<file path="src/rtl/sct_cfg.svh">
// register offsets, field positions and reset values
`ifndef SCT_CFG_SVH
`define SCT_CFG_SVH
`define SCT_OFF_CR2 8'h55
`define SCT_OFF_CR1 8'h56
`define SCT_OFF_SR 8'h57
`define SCT_OFF_IC1H 8'h58
`define SCT_OFF_IC1L 8'h59
`define SCT_OFF_OC1H 8'h5A
`define SCT_OFF_OC1L 8'h5B
`define SCT_OFF_CNTH 8'h5C
`define SCT_OFF_CNTL 8'h5D
`define SCT_OFF_ACNTH 8'h5E
`define SCT_OFF_ACNTL 8'h5F
`define SCT_OFF_IC2H 8'h60
`define SCT_OFF_IC2L 8'h61
`define SCT_OFF_OC2H 8'h62
`define SCT_OFF_OC2L 8'h63
`define SCT_CR1_RESET 8'h00
`define SCT_CR2_RESET 8'h00
`define SCT_CNT_RESET 16'hFFFC
`define SCT_OC_RESET 16'h8000
`define SCT_CR1_CIE 7
`define SCT_CR1_MIE 6
`define SCT_CR1_OIE 5
`define SCT_CR1_FL2 4
`define SCT_CR1_FL1 3
`define SCT_CR1_LV2 2
`define SCT_CR1_ED1 1
`define SCT_CR1_LV1 0
`define SCT_CR2_PE1 7
`define SCT_CR2_PE2 6
`define SCT_CR2_OPM 5
`define SCT_CR2_PWM 4
`define SCT_CR2_TKH 3
`define SCT_CR2_TKL 2
`define SCT_CR2_ED2 1
`define SCT_CR2_EXE 0
`define SCT_SR_CF1 7
`define SCT_SR_MF1 6
`define SCT_SR_ROF 5
`define SCT_SR_CF2 4
`define SCT_SR_MF2 3
`define SCT_SR_OFF 2
`endif

</file>
<file path="src/rtl/sct_pkg.sv">
// types for the capture/compare timer
package sct_pkg;
  typedef enum logic [1:0] {
    SCT_TICK_DIV4 = 2'h0,
    SCT_TICK_DIV2 = 2'h1,
    SCT_TICK_DIV8 = 2'h2,
    SCT_TICK_EXT = 2'h3
  } sct_tick_t;
  typedef enum logic [1:0] {
    SCT_MODE_NORMAL = 2'h0,
    SCT_MODE_PULSE = 2'h1,
    SCT_MODE_PWM = 2'h3
  } sct_mode_t;
endpackage

</file>
<file path="src/rtl/sct_timer.sv">
// 16-bit capture/compare timer with wishbone register access
`timescale 1ns/100ps
`include "sct_cfg.svh"
// Overview of operation
// - all enabled flags share one interrupt request
// - every enabled flag can wake from wait
// - control one bits 7,6,5 gate flag groups
// - force bit 4 copies level two to pin two in normal mode
// - force bit 3 copies level one to pin one in normal mode
// - second match drives level two, pin one in pwm
// - first match drives level one onto pin one
// - capture one edge: 0 falling, 1 rising
// - pin one enable only routes output
// - pin two enable only routes output
// - one-pulse: capture edge triggers timed pulse
// - pwm: first value width, second value period
// - tick select: div4, div2, div8, external
// - external tick absent stops the counter
// - capture two edge: 0 falling, 1 rising
// - external tick edge: 0 falling, 1 rising
// - status 7: capture one in normal mode or pwm period end
// - status 6: first compare match flag
// - status 5: rollover, cleared by counter low only
// - status 4 capture two, 3 second match
// - disable bit freezes counter and levels, clears pin enables
// - pwm mode raises no compare events
// - pwm period end reloads counter initial value
// - pwm and one-pulse both set means pwm
// - one-pulse never sets first match flag
module sct_timer #(
  parameter bit HAS_EXT_TICK = 1'b1
) (
  input wire logic clk_i,
  input wire logic rst_i,
  input wire logic wb_cyc_i,
  input wire logic wb_stb_i,
  input wire logic wb_we_i,
  input wire logic [7:0] wb_adr_i,
  input wire logic [7:0] wb_dat_i,
  input wire logic wb_sel_i,
  output logic [7:0] wb_dat_o,
  output logic wb_ack_o,
  input wire logic capture_in_first_i,
  input wire logic capture_in_second_i,
  input wire logic ext_tick_pin_i,
  output logic compare_out_first_o,
  output logic compare_out_first_oe_o,
  output logic compare_out_second_o,
  output logic compare_out_second_oe_o,
  output logic irq_o,
  output logic wake_o,
  output sct_pkg::sct_mode_t mode_o
);
  import sct_pkg::*;

  logic [7:0] cr1;
  logic [7:0] cr2;
  logic [7:0] sr;
  logic [15:0] cnt;
  logic [15:0] oc1;
  logic [15:0] oc2;
  logic [15:0] oc1_sh;
  logic [15:0] oc2_sh;
  logic [15:0] ic1;
  logic [15:0] ic2;
  logic [7:0] oc1_hi_pend;
  logic [7:0] oc2_hi_pend;
  logic oc1_lock;
  logic oc2_lock;
  logic [2:0] presc;
  logic cap1_d;
  logic cap2_d;
  logic ext_d;
  logic sr_armed;
  logic pulse_on;
  logic lvl1;
  logic lvl2;
  logic tick;
  logic cap1_ev;
  logic cap2_ev;
  logic m1;
  logic m2;
  logic acc;
  logic rd;
  logic wr;
  logic off;
  sct_mode_t mode;
  sct_tick_t tsel;

  assign off = sr[`SCT_SR_OFF];
  assign tsel = sct_tick_t'(cr2[`SCT_CR2_TKH:`SCT_CR2_TKL]);
  always_comb begin
    if (cr2[`SCT_CR2_PWM]) begin
      mode = SCT_MODE_PWM;
    end else if (cr2[`SCT_CR2_OPM]) begin
      mode = SCT_MODE_PULSE;
    end else begin
      mode = SCT_MODE_NORMAL;
    end
  end
  assign mode_o = mode;

  // bus slave: ack one cycle after request, ack drops after one cycle
  assign acc = wb_cyc_i && wb_stb_i && !wb_ack_o;
  assign rd = acc && !wb_we_i;
  assign wr = acc && wb_we_i && wb_sel_i;

  always_ff @(posedge clk_i) begin
    if (rst_i) begin
      wb_ack_o <= 1'b0;
    end else begin
      wb_ack_o <= acc;
    end
  end

  always_ff @(posedge clk_i) begin
    if (rst_i) begin
      wb_dat_o <= 8'h00;
    end else if (rd) begin
      unique case (wb_adr_i)
        `SCT_OFF_CR2: wb_dat_o <= cr2;
        `SCT_OFF_CR1: wb_dat_o <= cr1;
        `SCT_OFF_SR: wb_dat_o <= sr;
        `SCT_OFF_IC1H: wb_dat_o <= ic1[15:8];
        `SCT_OFF_IC1L: wb_dat_o <= ic1[7:0];
        `SCT_OFF_OC1H: wb_dat_o <= oc1[15:8];
        `SCT_OFF_OC1L: wb_dat_o <= oc1[7:0];
        `SCT_OFF_CNTH: wb_dat_o <= cnt[15:8];
        `SCT_OFF_CNTL: wb_dat_o <= cnt[7:0];
        `SCT_OFF_ACNTH: wb_dat_o <= cnt[15:8];
        `SCT_OFF_ACNTL: wb_dat_o <= cnt[7:0];
        `SCT_OFF_IC2H: wb_dat_o <= ic2[15:8];
        `SCT_OFF_IC2L: wb_dat_o <= ic2[7:0];
        `SCT_OFF_OC2H: wb_dat_o <= oc2[15:8];
        `SCT_OFF_OC2L: wb_dat_o <= oc2[7:0];
        default: wb_dat_o <= 8'h00;
      endcase
    end
  end

  always_ff @(posedge clk_i) begin
    if (rst_i) begin
      cr1 <= `SCT_CR1_RESET;
      cr2 <= `SCT_CR2_RESET;
    end else if (wr && wb_adr_i == `SCT_OFF_CR1) begin
      cr1 <= wb_dat_i;
    end else if (wr && wb_adr_i == `SCT_OFF_CR2) begin
      cr2 <= wb_dat_i;
    end
  end

  // compare values: high write locks transfer until low written
  always_ff @(posedge clk_i) begin
    if (rst_i) begin
      oc1 <= `SCT_OC_RESET;
      oc2 <= `SCT_OC_RESET;
      oc1_hi_pend <= 8'h80;
      oc2_hi_pend <= 8'h80;
      oc1_lock <= 1'b0;
      oc2_lock <= 1'b0;
    end else if (wr) begin
      if (wb_adr_i == `SCT_OFF_OC1H) begin
        oc1_hi_pend <= wb_dat_i;
        oc1_lock <= 1'b1;
      end
      if (wb_adr_i == `SCT_OFF_OC1L) begin
        oc1 <= {oc1_hi_pend, wb_dat_i};
        oc1_lock <= 1'b0;
      end
      if (wb_adr_i == `SCT_OFF_OC2H) begin
        oc2_hi_pend <= wb_dat_i;
        oc2_lock <= 1'b1;
      end
      if (wb_adr_i == `SCT_OFF_OC2L) begin
        oc2 <= {oc2_hi_pend, wb_dat_i};
        oc2_lock <= 1'b0;
      end
    end
  end

  // pwm shadows load at period end so the output never glitches
  always_ff @(posedge clk_i) begin
    if (rst_i) begin
      oc1_sh <= `SCT_OC_RESET;
      oc2_sh <= `SCT_OC_RESET;
    end else if (mode != SCT_MODE_PWM || (m2 && tick)) begin
      if (!oc1_lock) begin
        oc1_sh <= oc1;
      end
      if (!oc2_lock) begin
        oc2_sh <= oc2;
      end
    end
  end

  // prescaler and edge detectors
  always_ff @(posedge clk_i) begin
    if (rst_i) begin
      presc <= 3'h0;
      cap1_d <= 1'b0;
      cap2_d <= 1'b0;
      ext_d <= 1'b0;
    end else begin
      cap1_d <= capture_in_first_i;
      cap2_d <= capture_in_second_i;
      ext_d <= ext_tick_pin_i;
      if (!off) begin
        presc <= presc + 3'h1;
      end
    end
  end

  always_comb begin
    unique case (tsel)
      SCT_TICK_DIV4: tick = presc[1:0] == 2'h3;
      SCT_TICK_DIV2: tick = presc[0];
      SCT_TICK_DIV8: tick = presc == 3'h7;
      SCT_TICK_EXT: tick = HAS_EXT_TICK &&
        (cr2[`SCT_CR2_EXE] ? (ext_tick_pin_i && !ext_d)
                           : (!ext_tick_pin_i && ext_d));
    endcase
    if (off) begin
      tick = 1'b0;
    end
  end

  assign cap1_ev = cr1[`SCT_CR1_ED1] ? (capture_in_first_i && !cap1_d)
                                     : (!capture_in_first_i && cap1_d);
  assign cap2_ev = cr2[`SCT_CR2_ED2] ? (capture_in_second_i && !cap2_d)
                                     : (!capture_in_second_i && cap2_d);
  assign m1 = cnt == oc1_sh;
  assign m2 = cnt == oc2_sh;

  // counter: writes to either counter low byte reset it
  always_ff @(posedge clk_i) begin
    if (rst_i) begin
      cnt <= `SCT_CNT_RESET;
    end else if (wr && (wb_adr_i == `SCT_OFF_CNTL ||
                        wb_adr_i == `SCT_OFF_ACNTL)) begin
      cnt <= `SCT_CNT_RESET;
    end else if (mode == SCT_MODE_PULSE && cap1_ev && !off) begin
      cnt <= `SCT_CNT_RESET;
    end else if (tick) begin
      if (mode == SCT_MODE_PWM && m2) begin
        cnt <= `SCT_CNT_RESET;
      end else begin
        cnt <= cnt + 16'h0001;
      end
    end
  end

  always_ff @(posedge clk_i) begin
    if (rst_i) begin
      ic1 <= 16'h0000;
      ic2 <= 16'h0000;
    end else begin
      if (cap1_ev && mode == SCT_MODE_NORMAL) begin
        ic1 <= cnt;
      end
      if (cap2_ev) begin
        ic2 <= cnt;
      end
    end
  end

  // status: read arms, then the data low byte access clears; set wins
  always_ff @(posedge clk_i) begin
    if (rst_i) begin
      sr_armed <= 1'b0;
    end else if (rd && wb_adr_i == `SCT_OFF_SR) begin
      sr_armed <= 1'b1;
    end
  end

  always_ff @(posedge clk_i) begin
    if (rst_i) begin
      sr <= 8'h00;
    end else begin
      if (wr && wb_adr_i == `SCT_OFF_SR) begin
        sr[`SCT_SR_OFF] <= wb_dat_i[`SCT_SR_OFF];
      end
      if (acc && sr_armed) begin
        if (wb_adr_i == `SCT_OFF_IC1L) begin
          sr[`SCT_SR_CF1] <= 1'b0;
        end
        if (wb_adr_i == `SCT_OFF_OC1L) begin
          sr[`SCT_SR_MF1] <= 1'b0;
        end
        if (wb_adr_i == `SCT_OFF_CNTL) begin
          sr[`SCT_SR_ROF] <= 1'b0;
        end
        if (wb_adr_i == `SCT_OFF_IC2L) begin
          sr[`SCT_SR_CF2] <= 1'b0;
        end
        if (wb_adr_i == `SCT_OFF_OC2L) begin
          sr[`SCT_SR_MF2] <= 1'b0;
        end
      end
      if ((cap1_ev && mode == SCT_MODE_NORMAL) ||
          (mode == SCT_MODE_PWM && tick && m2)) begin
        sr[`SCT_SR_CF1] <= 1'b1;
      end
      if (tick && m1 && mode == SCT_MODE_NORMAL) begin
        sr[`SCT_SR_MF1] <= 1'b1;
      end
      if (tick && cnt == 16'hFFFF) begin
        sr[`SCT_SR_ROF] <= 1'b1;
      end
      if (cap2_ev) begin
        sr[`SCT_SR_CF2] <= 1'b1;
      end
      if (tick && m2 && mode != SCT_MODE_PWM) begin
        sr[`SCT_SR_MF2] <= 1'b1;
      end
    end
  end

  // output levels on compare and mode events
  always_ff @(posedge clk_i) begin
    if (rst_i) begin
      lvl1 <= 1'b0;
      lvl2 <= 1'b0;
      pulse_on <= 1'b0;
    end else if (!off) begin
      unique case (mode)
        SCT_MODE_NORMAL: begin
          pulse_on <= 1'b0;
          if (cr1[`SCT_CR1_FL1] || (tick && m1)) begin
            lvl1 <= cr1[`SCT_CR1_LV1];
          end
          if (cr1[`SCT_CR1_FL2] || (tick && m2)) begin
            lvl2 <= cr1[`SCT_CR1_LV2];
          end
        end
        SCT_MODE_PULSE: begin
          if (cap1_ev) begin
            lvl1 <= cr1[`SCT_CR1_LV2];
            pulse_on <= 1'b1;
          end else if (pulse_on && tick && m1) begin
            lvl1 <= cr1[`SCT_CR1_LV1];
            pulse_on <= 1'b0;
          end
        end
        SCT_MODE_PWM: begin
          pulse_on <= 1'b0;
          if (tick && m2) begin
            lvl1 <= cr1[`SCT_CR1_LV2];
          end else if (tick && m1) begin
            lvl1 <= cr1[`SCT_CR1_LV1];
          end
        end
        default: pulse_on <= 1'b0;
      endcase
    end
  end

  // pin enables only route; compare logic keeps running
  always_ff @(posedge clk_i) begin
    if (rst_i) begin
      compare_out_first_o <= 1'b0;
      compare_out_first_oe_o <= 1'b0;
      compare_out_second_o <= 1'b0;
      compare_out_second_oe_o <= 1'b0;
    end else begin
      compare_out_first_o <= lvl1;
      compare_out_second_o <= lvl2;
      compare_out_first_oe_o <= cr2[`SCT_CR2_PE1] && !off;
      compare_out_second_oe_o <= cr2[`SCT_CR2_PE2] && !off;
    end
  end

  assign irq_o = (cr1[`SCT_CR1_CIE] &&
                  (sr[`SCT_SR_CF1] || sr[`SCT_SR_CF2])) ||
                 (cr1[`SCT_CR1_MIE] &&
                  (sr[`SCT_SR_MF1] || sr[`SCT_SR_MF2])) ||
                 (cr1[`SCT_CR1_OIE] && sr[`SCT_SR_ROF]);
  assign wake_o = irq_o;

endmodule // sct_timer

</file>
<file path="config.mk">
export PLATFORM = sky130hd
export DESIGN_NAME = sct_timer
export DESIGN_NICKNAME = d
export VERILOG_FILES = /design/src/rtl/sct_pkg.sv /design/src/rtl/sct_timer.sv
export VERILOG_INCLUDE_DIRS = /design/src /design/src/rtl
export SDC_FILE = /design/constraint.sdc
export NUM_CORES = 1
export LEC_CHECK = 0
export ABC_AREA = 1
export BUFFER_PORTS_ARGS = -buffer_cell sky130_fd_sc_hd__buf_2
export CAP_MARGIN = 20
export CORE_MARGIN = 1.5
export CORE_UTILIZATION = 27
export DETAILED_ROUTE_END_ITERATION = 6
export SLEW_MARGIN = 5
export SYNTH_ARGS = -nofsm -noshare
export SYNTH_HDL_FRONTEND = slang
export SYNTH_SLANG_ARGS = --single-unit
</file>
<file path="constraint.sdc">
create_clock -name clk_i -period 5.2 [get_ports clk_i]
set_clock_uncertainty 0.1 [all_clocks]
set_input_delay 0 -clock clk_i [delete_from_list [all_inputs] [get_ports clk_i]]
set_output_delay 0 -clock clk_i [all_outputs]
set_load 0.1 [all_outputs]
</file>
==> Word-level counts from Yosys, hierarchy flattened <==
Cells that the tools add are included.
{ "classes": {"n_mux": 33, "n_mul": 0, "magnitude_cmp": 0, "eq_ne": 29, "shift": 0, "reduce_logical": 88, "add_sub_neg": 2, "n_bitwise": 4, "div": 0} }
{ "op_table": {"columns": ["op", "n"], "rows": [
  ["equality test 8 x 7 -> 1 bit, second input constant", 15],
  ["one-hot mux 8 bit (13 select lines)", 1],
  ["logical AND 1 bit", 35],
  ["equality test 16 bit", 2],
  ["AND reduction 2 bit", 15],
  ["two-way mux 1 bit", 27],
  ["nonzero test 2 bit", 12],
  ["adder 16 x 1 -> 16 bit, second input constant", 1],
  ["equality test 16 bit, second input constant", 1],
  ["two-way mux 16 bit", 1],
  ["zero test 1 bit", 9],
  ["logical OR 1 bit", 9],
  ["equality test 2 bit, second input constant", 4],
  ["two-way mux 5 bit", 1],
  ["AND reduction 5 bit", 1],
  ["equality test 2 x 1 -> 1 bit, second input constant", 2],
  ["zero test 2 bit", 2],
  ["inverter 1 bit", 4],
  ["one-hot mux 1 bit (4 select lines)", 1],
  ["OR reduction 2 bit", 2],
  ["adder 3 x 1 -> 3 bit, second input constant", 1],
  ["equality test 3 bit, second input constant", 1],
  ["inequality test 3 x 1 -> 1 bit, second input constant", 1],
  ["inequality test 3 x 2 -> 1 bit, second input constant", 1],
  ["7 further kinds", 7]
]} }
{ "totals": {"register_bits": 175, "ramBits": 0, "n_memories": 0, "wordCells": 189, "latchBits": 0, "romBits": 0, "out_inout_bits": 17} }

==> Longest topological paths before layout <==
Gate-level depths: netlist of the first run.
{ "logic_depth": {"word_depth": 10, "depth_mapped": 15} }

==> Worst setup path after synthesis of the first run <==
Ideal clock, no wire load.
{ "synth_path": {"path_type": "reg2out", "startpoint": "reg cr1[5]", "endpoint": "out wake_o", "setup_slack_ns": 2.744, "stages_incl_launch_ff": 4, "arrival_ns": 2.356, "cell_sequence": "dfxtp_1 > inv_1 > o211ai_1 > buf_4"} }
{ "synth_via": {"elab_chain_len": 2} }
{ "synth_rtl": {"columns": ["element", "line_no", "source"], "rows": [
  ["start, declared", "sct_timer.sv:56", "logic [7:0] cr1;"],
  ["start signal, assigned", "sct_timer.sv:143", "cr1 <= `SCT_CR1_RESET;"],
  ["start signal, assigned", "sct_timer.sv:146", "cr1 <= wb_dat_i;"],
  ["logical AND 1 bit", "sct_timer.sv:376", "(cr1[`SCT_CR1_OIE] && sr[`SCT_SR_ROF]);"],
  ["logical OR 1 bit", "sct_timer.sv:372", "assign irq_o = (cr1[`SCT_CR1_CIE] &&"],
  ["end, declared", "sct_timer.sv:51", "output logic wake_o,"]
]} }
Every way passes these cells.

==> Final worst setup path of the first run <==
{ "layout_path": {"startpoint": "in rst_i", "endpoint": "reg cnt[0]"} }
{ "layout_via": {"elab_chain_len": 1} }
{ "layout_rtl": {"columns": ["element", "line_no", "source"], "rows": [
  ["start, declared", "sct_timer.sv:34", "input wire logic rst_i,"],
  ["OR reduction 3 bit (no line)", null, null],
  ["end signal, assigned", "sct_timer.sv:237", "cnt <= `SCT_CNT_RESET;"],
  ["end signal, assigned", "sct_timer.sv:240", "cnt <= `SCT_CNT_RESET;"],
  ["end signal, assigned", "sct_timer.sv:242", "cnt <= `SCT_CNT_RESET;"],
  ["end, declared", "sct_timer.sv:59", "logic [15:0] cnt;"]
]} }
Every way passes these cells.
A chain may end at the register's enable or synchronous reset.

==> flow_metrics.py, run 1 <==
metrics = {
    "sta": {
        "setup_violations": 0,
        "fmax_mhz": 385,
        "slew_headroom": 0.321,
        "finalCritPeriodShare": 0.500,
        "worst_pin_slew_ns": 1.02,
        "finalMaxSlewViolations": 0,
        "tns_ns": 0,
        "fin_crit_ns": 2.60,
        "final_hold_viol_count": 0,
        "rsz0062_at_grt": "false",
        "hold_slack_ns": 0.0664,
    },
    "grt": {
        "grt_use_met1": 0.217,
        "grt_pass1_wl_um": 38100,
        "gr-total-overflow": 0,
        "met2_usage": 0.266,
        "grt_max_degree": 73,
        "grt_use_met3": 0.0228,
        "grt_busiest_layer": "met2",
        "grt_pass1_vias": 6730,
        "antenna_found_initial": 1,
        "track_usage": 0.164,
    },
    "critical_path": {
        "worstPathRequired_ns": 5.47,
        "cp_max_fo": 72,
        "worstRegToRegCells": 11,
        "crit_chain": "dlygate4sd3_1 -> buf_2 -> inv_2 -> o221ai_1 -> nor2_2 -> inv_1 -> a21oi_1",
        "critPathKind": "input port to register",
        "critPathLaunchType": "input port",
        "cp_slowest_cell": "inv_2",
        "endpoint_kind": "register",
        "critical-path-max-stage-delay_ns": 0.81,
        "worstPathArrival_ns": 2.87,
    },
    "pwr": {
        "vdd_drop_max_uv": 255,
        "power.density_nw_per_um2": 308,
        "p_leak_nw": 3.76,
    },
    "clocking": {
        "cts-root-buf": "clkbuf_16",
        "clkTransAtPathRegs_ns": 0.07,
        "numCtsBuffers": 17,
        "worstSkewPairLatency_ns": 0.44,
        "cts_setup_buffers": 0,
        "cts_hold_buffers": 20,
        "cts.sinks": 175,
        "clockBufferDepth": 2,
        "cts_tree": "built",
        "htree_levels": 4,
        "cts_resized": 0,
    },
    "route": {
        "vias": 7282,
        "vias_per_cell": 4.72,
        "drc": 0,
        "wl_um": 24500,
        "drtIter0Drc": 661,
        "ant_nets": 0,
        "dr.pass1.iters": 5,
        "routedWlPerCell_um": 15.9,
    },
    "placement": {
        "portBuffers": 41,
        "dp_hpwl_um": 17900,
        "place.gp.congestion": 0.930,
        "placed_cells": 1490,
    },
    "synth": {
        "synth_fp_nets": 1136,
        "ys_types": 39,
        "syn_area_per_cell_um2": 7.08,
        "synth-warning-count": 0,
        "syn_inst": 1108,
        "synth_area_leaders": "dfxtp_1, nand2_1, o21ai_0",
        "yosys.area.top_type": "dfxtp_1",
        "netlist_area_um2": 7850,
        "ys_ff_latch": 175,
        "synth_top_area_frac": 0.446,
        "ys_seq_area_frac": 0.446,
    },
    "finish": {
        "finalNonFillerCells": 1543,
        "drive_gt1_frac": 0.123,
        "fin_nets": 1174,
        "diodes": 0,
        "area_delta_synth_final_pct": 16.2,
    },
    "floorplan": {
        "die_y_um": 174,
        "fp.coreArea_um2": 28600,
        "dieWidth_um": 174,
        "die-area_um2": 30100,
        "fp-row-count": 62,
        "io_pins": 42,
        "start_util": 0.274,
    },
    "worst_hold_path": {
        "holdCritPathClass": "input port to register",
        "min_path_cells": 3,
    },
    "outcome": {
        "status": "finished, final reports clean",
    },
    "flow_run": {
        "cap_violations": 0,
    },
}
[path summary, 6_finish.rpt]
check | from | to | slack [ns]
worst max register to register | presc[0] | cnt[0] | 2.85
worst min register to register | lvl2 | compare_out_second_o | 0.34
worst min-delay path | wb_sel_i | sr[2] | 0.07
worst max-delay path | rst_i | cnt[0] | 2.60
[logic make-up after synthesis]
family / after synthesis / synth area share
buf+inv: 168 / 0.0909
compound gates: 306 / 0.207
flops: 175 / 0.446
simple gates: 445 / 0.239
xor+xnor: 11 / 0.0123
fa+ha+maj: 3 / 0.00478
[routing by layer]
layer,wire length (um),up-vias
met2,11200,225
li1,-,3682
met1,11200,3333
met5,13,-
met3,1240,40
met4,786,2
[metrics by stage]
stage / util / power [mW] / worst slack (ns) / area [um2]
global placement: 0.290 / 1.51 / 2.78 / 8300
floorplan: - / 1.47 / 2.74 / 7850
detailed placement: 0.290 / 1.51 / 2.76 / 8300
finish: 0.319 / 2.81 / 2.60 / 9130
global route: 0.319 / 2.90 / 2.31 / 9130
CTS: 0.318 / 2.82 / 2.66 / 9100
[report_power, final]
part           internal [mW]  switching (mW)  total, mW
clock                  0.726           0.588       1.31
combinational         0.0406          0.0815      0.122
sequential              1.36          0.0117       1.37
[layout make-up]
type                       instances  area [um2]
sequential                       175        3500
timing repair buffer              63         440
inverter                         124         470
clock inverter                    14         168
clock buffer                      18         429
tap                              384         480
multi-input combinational        765        3630
fill                            3077       19500
[layout by cell type, fill, tap and decap left out, types with 5 or more instances in the layout]
cell	instances
a21oi_1	107
a21oi_2	9
buf_2	41
clkbuf_16	17
dfxtp_1	175
dlygate4sd3_1	20
inv_1	91
inv_2	31
inv_6	7
nand2_1	238
nand3_1	42
nand4_1	7
nor2_1	123
nor2_2	13
nor3_1	7
o211ai_1	5
o21ai_0	135
o21ai_1	32
o22ai_1	7
xnor2_1	11
[registers in the layout, indices dropped and copies added, names as in the netlist, 16 cells and up]
register,cells
oc1_sh,16
cnt,16
ic1,16
oc1,16
ic2,16
oc2,16
oc2_sh,16
[worst max-delay path: cells and delay by family]
kind                   cells  cell delay, ns
buffers and inverters      4            1.79
AND/OR/NAND/NOR            1            0.61
AO/OA/AOI/OAI              2            0.45
[synth_stat cells (all sizes together)]
library cell and n:
a211oi 2, a21oi 117, a31oi 4, buf 23
clkbuf 21, clkinv 3, dfxtp 175, ha 3
inv 121, nand2 242, nand3 44, nand3b 2
nand4 7, nor2 140, nor3 9, o211ai 5
o21ai 167, o221ai 1, o22ai 7, o311a 1
o31ai 2, or2 1, xnor2 11
Note: power is estimated with default switching activity, not from simulation.
==> inputs of run 2 (changes only) <==
--- a/config.mk
+++ b/config.mk
@@ -6,7 +6,7 @@
 export SDC_FILE = /design/constraint.sdc
 export NUM_CORES = 1
 export LEC_CHECK = 0
-export ABC_AREA = 1
+export ABC_AREA = 0
 export BUFFER_PORTS_ARGS = -buffer_cell sky130_fd_sc_hd__buf_2
 export CAP_MARGIN = 20
 export CORE_MARGIN = 1.5
==> constraint.sdc (replaced) <==
create_clock -name clk_i -period 2.4 [get_ports clk_i]
set_clock_uncertainty 0.1 [all_clocks]
set_input_delay 0 -clock clk_i [delete_from_list [all_inputs] [get_ports clk_i]]
set_output_delay 0 -clock clk_i [all_outputs]
set_load 0.1 [all_outputs]
==> run 2 against run 1 <==
Critical path depth is 2 lower; register-to-register slack worse by 2.8 ns; final cell count is 12% lower; non-clock buffer count is 50 higher; first-iteration DRC count is 13% higher; flip-flop and latch count stayed put; total power is 110% higher; die area is 0.58% higher; wire length is 3.0% higher.
==> flow_metrics.py, run 2 <==
metrics = {
    "synth": {
        "syn_area_per_cell_um2": 8.80,
        "synth_edf_count": 0,
        "synth_fp_nets": 925,
        "netlist_area_um2": 7900,
        "yosys.area.top_type": "dfxtp_1",
        "synth-warning-count": 0,
        "async_reset_ff_frac": 0,
        "syn_inst": 897,
        "synth_top_area_frac": 0.444,
        "ys_types": 64,
        "synth_area_leaders": "dfxtp_1, mux2i_1, a21oi_1",
        "ys_ff_latch": 175,
        "ys_seq_area_frac": 0.444,
        "ys.flop_type": "dfxtp_1",
        "synth_common_cells": "dfxtp_1, nand2_1, a21oi_1",
        "yosysMostFrequentCell": "dfxtp_1",
    },
    "finish": {
        "area_delta_synth_final_pct": 19.4,
        "fin_nets": 988,
        "final_cell_mix": "dfxtp_1, nand2_1, a21oi_1",
        "diodes": 0,
        "drive_gt1_frac": 0.169,
        "layout_commonest_cell": "dfxtp_1",
    },
    "outcome": {
        "status": "finished, final reports clean",
    },
    "route": {
        "drc": 0,
        "ant_nets": 0,
        "wl_um": 25200,
        "dr.pass1.iters": 7,
        "vias": 7031,
        "vias_per_cell": 5.18,
        "routedWlPerCell_um": 18.6,
        "drtIter0Drc": 750,
    },
    "clocking": {
        "cts-root-buf": "clkbuf_16",
        "worstSkewPairLatency_ns": 0.43,
        "clkTransAtPathRegs_ns": 0.07,
        "htree_levels": 4,
        "cts_tree": "built",
        "clockBufferDepth": 2,
        "cts_setup_buffers": 0,
        "numCtsBuffers": 17,
        "cts.sinks": 175,
    },
    "flow_run": {
        "cap_violations": 0,
    },
    "floorplan": {
        "fp-row-count": 62,
        "die-area_um2": 30300,
        "io_pins": 42,
        "fp.coreArea_um2": 28800,
        "dieWidth_um": 174,
        "start_util": 0.274,
        "die_y_um": 174,
    },
    "sta": {
        "rsz0062_at_grt": "false",
        "slew_headroom": 0.355,
        "tns_ns": 0,
        "hold_slack_ns": 0.0728,
        "setup_violations": 0,
        "worst_pin_slew_ns": 0.968,
        "fin_crit_ns": 2.31,
        "finalMaxSlewViolations": 0,
        "finalCritPeriodShare": 0.962,
        "fmax_mhz": 433,
        "final_hold_viol_count": 0,
    },
    "worst_hold_path": {
        "holdCritPathClass": "input port to register",
    },
    "pwr": {
        "finalPower_mw": 5.98,
        "power.density_nw_per_um2": 634,
        "p_seq_frac": 0.495,
        "switchingPower_mw": 1.40,
        "p_leak_nw": 3.43,
        "p_comb_frac": 0.051,
        "vdd_drop_max_uv": 478,
        "pwr-share-clk": 0.453,
        "p_int_mw": 4.57,
        "swShare": 0.235,
    },
    "critical_path": {
        "worstPathRequired_ns": 2.62,
        "r2r-end": "lvl1",
        "worstPathArrival_ns": 2.53,
        "worst_setup_path_startpoint": "cnt[10]",
        "worstRegToRegCells": 5,
        "endpoint_kind": "register",
        "critPathKind": "register to register",
        "regToRegSetupSlack_ns": 0.09,
        "crit_end": "lvl1",
        "regToRegStartpoint": "cnt[10]",
        "cp_max_fo": 7,
        "critPathLaunchType": "register",
    },
    "placement": {
        "portBuffers": 41,
        "place.gp.congestion": 0.948,
        "dp_hpwl_um": 18300,
    },
    "grt": {
        "grt_pass1_vias": 6537,
        "track_usage": 0.166,
        "grt_pass1_wl_um": 38400,
        "gr-total-overflow": 0,
        "antenna_found_initial": 0,
        "grt_max_degree": 63,
    },
}
==> run 2: changes by cell type after synthesis, sizes merged, moves of 25 or more <==
cell | before | now
nand2 | 242 | 99
o21ai | 167 | 39
nand3 | 44 | 77
mux2i | 0 | 51
nor2 | 140 | 80
a21oi | 117 | 92
xor2 | 0 | 34
inv | 121 | 9
==> run 2: how the worst min path moves through the flow <==
stage | start | to | slack [ns] | cells past startpoint
after global placement | capture_in_second_i | cap2_d | 0.14 | 2
after detailed placement | capture_in_first_i | cap1_d | 0.15 | 2
after global routing | wb_adr_i[3] | sr[7] | 0.06 | 4
after CTS | wb_adr_i[3] | sr[7] | 0.05 | 4
after floorplan | wb_dat_i[7] | oc1_hi_pend[7] | 0.02 | 2
final | wb_cyc_i | sr[6] | 0.07 | 7
==> run 2: what timing repair did <==
action                                 in CTS  in global routing
hold buffers                               15                  0
endpoints found under the hold margin      83                  0
setup endpoints to repair                   0                 18
gates resized for setup                     0                  3
==> run 2: power by group through the flow <==
stage	Combinational, mW	Sequential (mW)	Clock [mW]
floorplan	0.173	3.02	0
global placement	0.283	3.03	0
detailed placement	0.285	3.03	0
CTS	0.305	2.96	2.75
global route	0.332	2.96	2.87
finish	0.307	2.96	2.71
==> run 2: cells by family after synthesis <==
kind of cell             Yosys count  share of synthesized area
AO/OA/AOI/OAI                    200                      0.155
XOR/XNOR                          46                     0.0510
adder cells (fa/ha/maj)            3                    0.00475
buffers and inverters             80                     0.0532
flip-flops                       175                      0.444
multiplexers                      62                     0.0875
AND/OR/NAND/NOR                  331                      0.205
==> run 2: cell type report <==
cell class                 instances  area, um2
clock buffer                      20        467
clock inverter                    12        109
fill                            3009      19400
inverter                          11       41.3
multi-input combinational        642       3990
sequential                       175       3500
tap                              384        480
timing repair buffer             113        836
==> run 2: critical path, stage by stage (launching register included) <==
cell     delay (ns)
dfxtp_1        0.61
xor2_1         0.15
nor4_1         0.35
nand4_1        0.25
o32a_1         0.42
o41ai_1        0.32
==> run 2: layer usage <==
layer / vias up / share of wire / global-route usage
li1: 3292 / - / -
met1: 3432 / 0.44 / 0.223
met2: 270 / 0.45 / 0.253
met3: 37 / 0.091 / 0.0523
met4: 0 / 0.021 / 0.0485
met5: - / 0 / 0
==> run 2: metrics by stage <==
| step | setup WS [ns] | util | cells | cell area, um2 |
|---|---|---|---|---|
| finish | 0.0901 | 0.328 | 1357 | 9430 |
| global placement | 0.135 | 0.302 | 1310 | 8690 |
| CTS | 0.0842 | 0.327 | 1357 | 9420 |
| detailed placement | 0.106 | 0.302 | 1310 | 8690 |
| floorplan | 0.0503 | - | 897 | 7900 |
| global route | 0.00267 | 0.328 | 1357 | 9430 |
==> inputs of run 3 (changes only) <==
--- a/config.mk
+++ b/config.mk
@@ -10,7 +10,7 @@
 export BUFFER_PORTS_ARGS = -buffer_cell sky130_fd_sc_hd__buf_2
 export CAP_MARGIN = 20
 export CORE_MARGIN = 1.5
-export CORE_UTILIZATION = 27
+export CORE_UTILIZATION = 46
 export DETAILED_ROUTE_END_ITERATION = 6
 export SLEW_MARGIN = 5
 export SYNTH_ARGS = -nofsm -noshare
==> run 3 against run 2 <==
The flow now finishes with violations (design-rule violations); count of clock-buffer cells in the layout is 1 lower; hold slack worse by 0.010 ns; wire length is 0.70% higher; sequential share of layout area is 0.80 points higher; combinational power is 2% lower; total power is 0.13% lower; maximum frequency is 2.6% higher; first-iteration DRC count is 9.6% higher; setup slack better by 0.058 ns; final cell count is 12% lower; critical endpoint is now lvl2; sequential power hardly changed; critical path depth is 1 higher; largest power group unchanged.
==> flow_metrics.py, run 3 (same netlist as run 2, synthesis figures left out) <==
metrics = {
    "finish": {
        "final_cell_mix": "dfxtp_1, nand2_1, a21oi_1",
        "fin_nets": 990,
        "finalNonFillerCells": 1195,
        "drive_gt1_frac": 0.170,
        "fin_util": 0.553,
        "multi_input_area_um2": 3980,
        "area_delta_synth_final_pct": 17.0,
        "fillers": 1585,
        "fin_area_um2": 9240,
        "diodes": 0,
        "seq_area_um2": 3510,
        "layout_commonest_cell": "dfxtp_1",
    },
    "grt": {
        "track_usage": 0.292,
        "grt_pass1_vias": 6650,
        "gr-total-overflow": 0,
        "grt_max_degree": 63,
        "grt_pass1_wl_um": 39300,
        "antenna_found_initial": 1,
    },
    "critical_path": {
        "critical-path-max-stage-delay_ns": 0.55,
        "cp_max_fo": 5,
        "critPathKind": "register to register",
        "regToRegSetupSlack_ns": 0.15,
        "endpoint_kind": "register",
        "crit_chain": "xor2_1 -> nor4_4 -> and4_4 -> a21oi_2 -> or4b_1 -> a21oi_1",
        "cp_slowest_cell": "dfxtp_1",
        "worstPathArrival_ns": 2.51,
        "crit_family": "simple AND/OR/NAND/NOR gates",
        "worstPathRequired_ns": 2.66,
        "cp_num_buf_inv": 0,
        "critPathLaunchType": "register",
    },
    "clocking": {
        "clockBufferDepth": 2,
        "htree_levels": 4,
        "cts-root-buf": "clkbuf_16",
        "cts_tree": "built",
        "worstSkewPairLatency_ns": 0.43,
        "clkTransAtPathRegs_ns": 0.07,
        "numCtsBuffers": 17,
        "cts.sinks": 175,
    },
    "sta": {
        "tns_ns": 0,
        "setup_violations": 0,
        "final_hold_viol_count": 0,
        "finalMaxSlewViolations": 0,
        "fmax_mhz": 444,
        "slew_headroom": 0.551,
        "hold_slack_ns": 0.0627,
        "finalCritPeriodShare": 0.938,
        "rsz0062_at_grt": "false",
        "fin_ws_ns": 0.148,
        "fin_crit_ns": 2.25,
        "worst_pin_slew_ns": 0.673,
    },
    "route": {
        "drc": 4,
        "wl_um": 25400,
        "route.met3.wl_um": 2150,
        "drtIter0Drc": 822,
        "dr.pass1.iters": 7,
        "ant_nets": 0,
        "vias_per_cell": 5.90,
        "wl_met2_um": 11200,
        "routedWlPerCell_um": 21.3,
        "routed.top_layer": "met4",
        "wl_met1_um": 11200,
        "vias": 7052,
    },
    "floorplan": {
        "start_util": 0.473,
        "fp-row-count": 47,
        "dieWidth_um": 134,
        "die-area_um2": 18000,
        "fp.coreArea_um2": 16700,
        "die_y_um": 134,
        "io_pins": 42,
    },
    "placement": {
        "dpl_cell_area_um2": 8480,
        "portBuffers": 41,
        "placed_cells": 1145,
        "place_ws_ns": 0.169,
        "place.gp.congestion": 0.950,
        "dp_hpwl_um": 18200,
    },
    "outcome": {
        "status": "complete, but fails checks",
        "violations": "design-rule violations",
    },
    "pwr": {
        "p_leak_nw": 3.43,
        "vdd_drop_max_uv": 752,
        "finalPower_mw": 5.97,
        "power.density_nw_per_um2": 646,
    },
    "worst_hold_path": {
        "holdCritPathClass": "input port to register",
    },
    "flow_run": {
        "cap_violations": 0,
    },
}
## run 3: changes by cell type in the layout (fill, tap and decap cells not counted), moves of 2 or more
cell / before / now
clkinv_2: 4 / 2
dfxtp_1: 175 / 173
dfxtp_2: 0 / 2
inv_6: 2 / 5
## run 3: path summary, 6_finish.rpt
check / from / endpoint / depth (start not counted)
hold reg to reg: wb_dat_o[4] / wb_dat_o[4] / 1
setup / recovery: cnt[5] / lvl2 / 6
hold / removal: wb_cyc_i / sr[6] / 7
setup reg to reg: cnt[5] / lvl2 / 6
## run 3: area by class of cell
| cell class | count | area share |
|---|---|---|
| multi-input combinational | 642 | 0.431 |
| clock buffer | 19 | 0.0490 |
| timing repair buffer | 115 | 0.0924 |
| sequential | 175 | 0.380 |
| tap | 220 | 0.0298 |
| clock inverter | 13 | 0.0135 |
| inverter | 11 | 0.00447 |
## run 3: repair_timing
action                                 in CTS  in global routing
endpoints found under the hold margin      62                  0
setup buffers                               0                  2
gates resized for setup                     0                  3
setup endpoints to repair                   0                  8
hold buffers                               16                  0
## run 3: report_power, final
part	leakage (nW)	internal [mW]	switching, mW
registers	1.42	2.94	0.0235
clock network	0.281	1.50	1.20
logic	1.73	0.115	0.188
total	3.43	4.55	1.41
## run 3: tightest hold or removal path: stages
cell and delay, ns:
buf_2 0.09, nand2_1 0.07, nor2_1 0.05, buf_4 0.14
nand3_1 0.07, a21oi_1 0.06, nor2_1 0.07
## run 3: layer usage
layer	GRT usage	vias to the layer above
li1	-	3318
met1	0.409	3366
met2	0.439	307
met3	0.0627	61
met4	0.114	0
met5	0	-
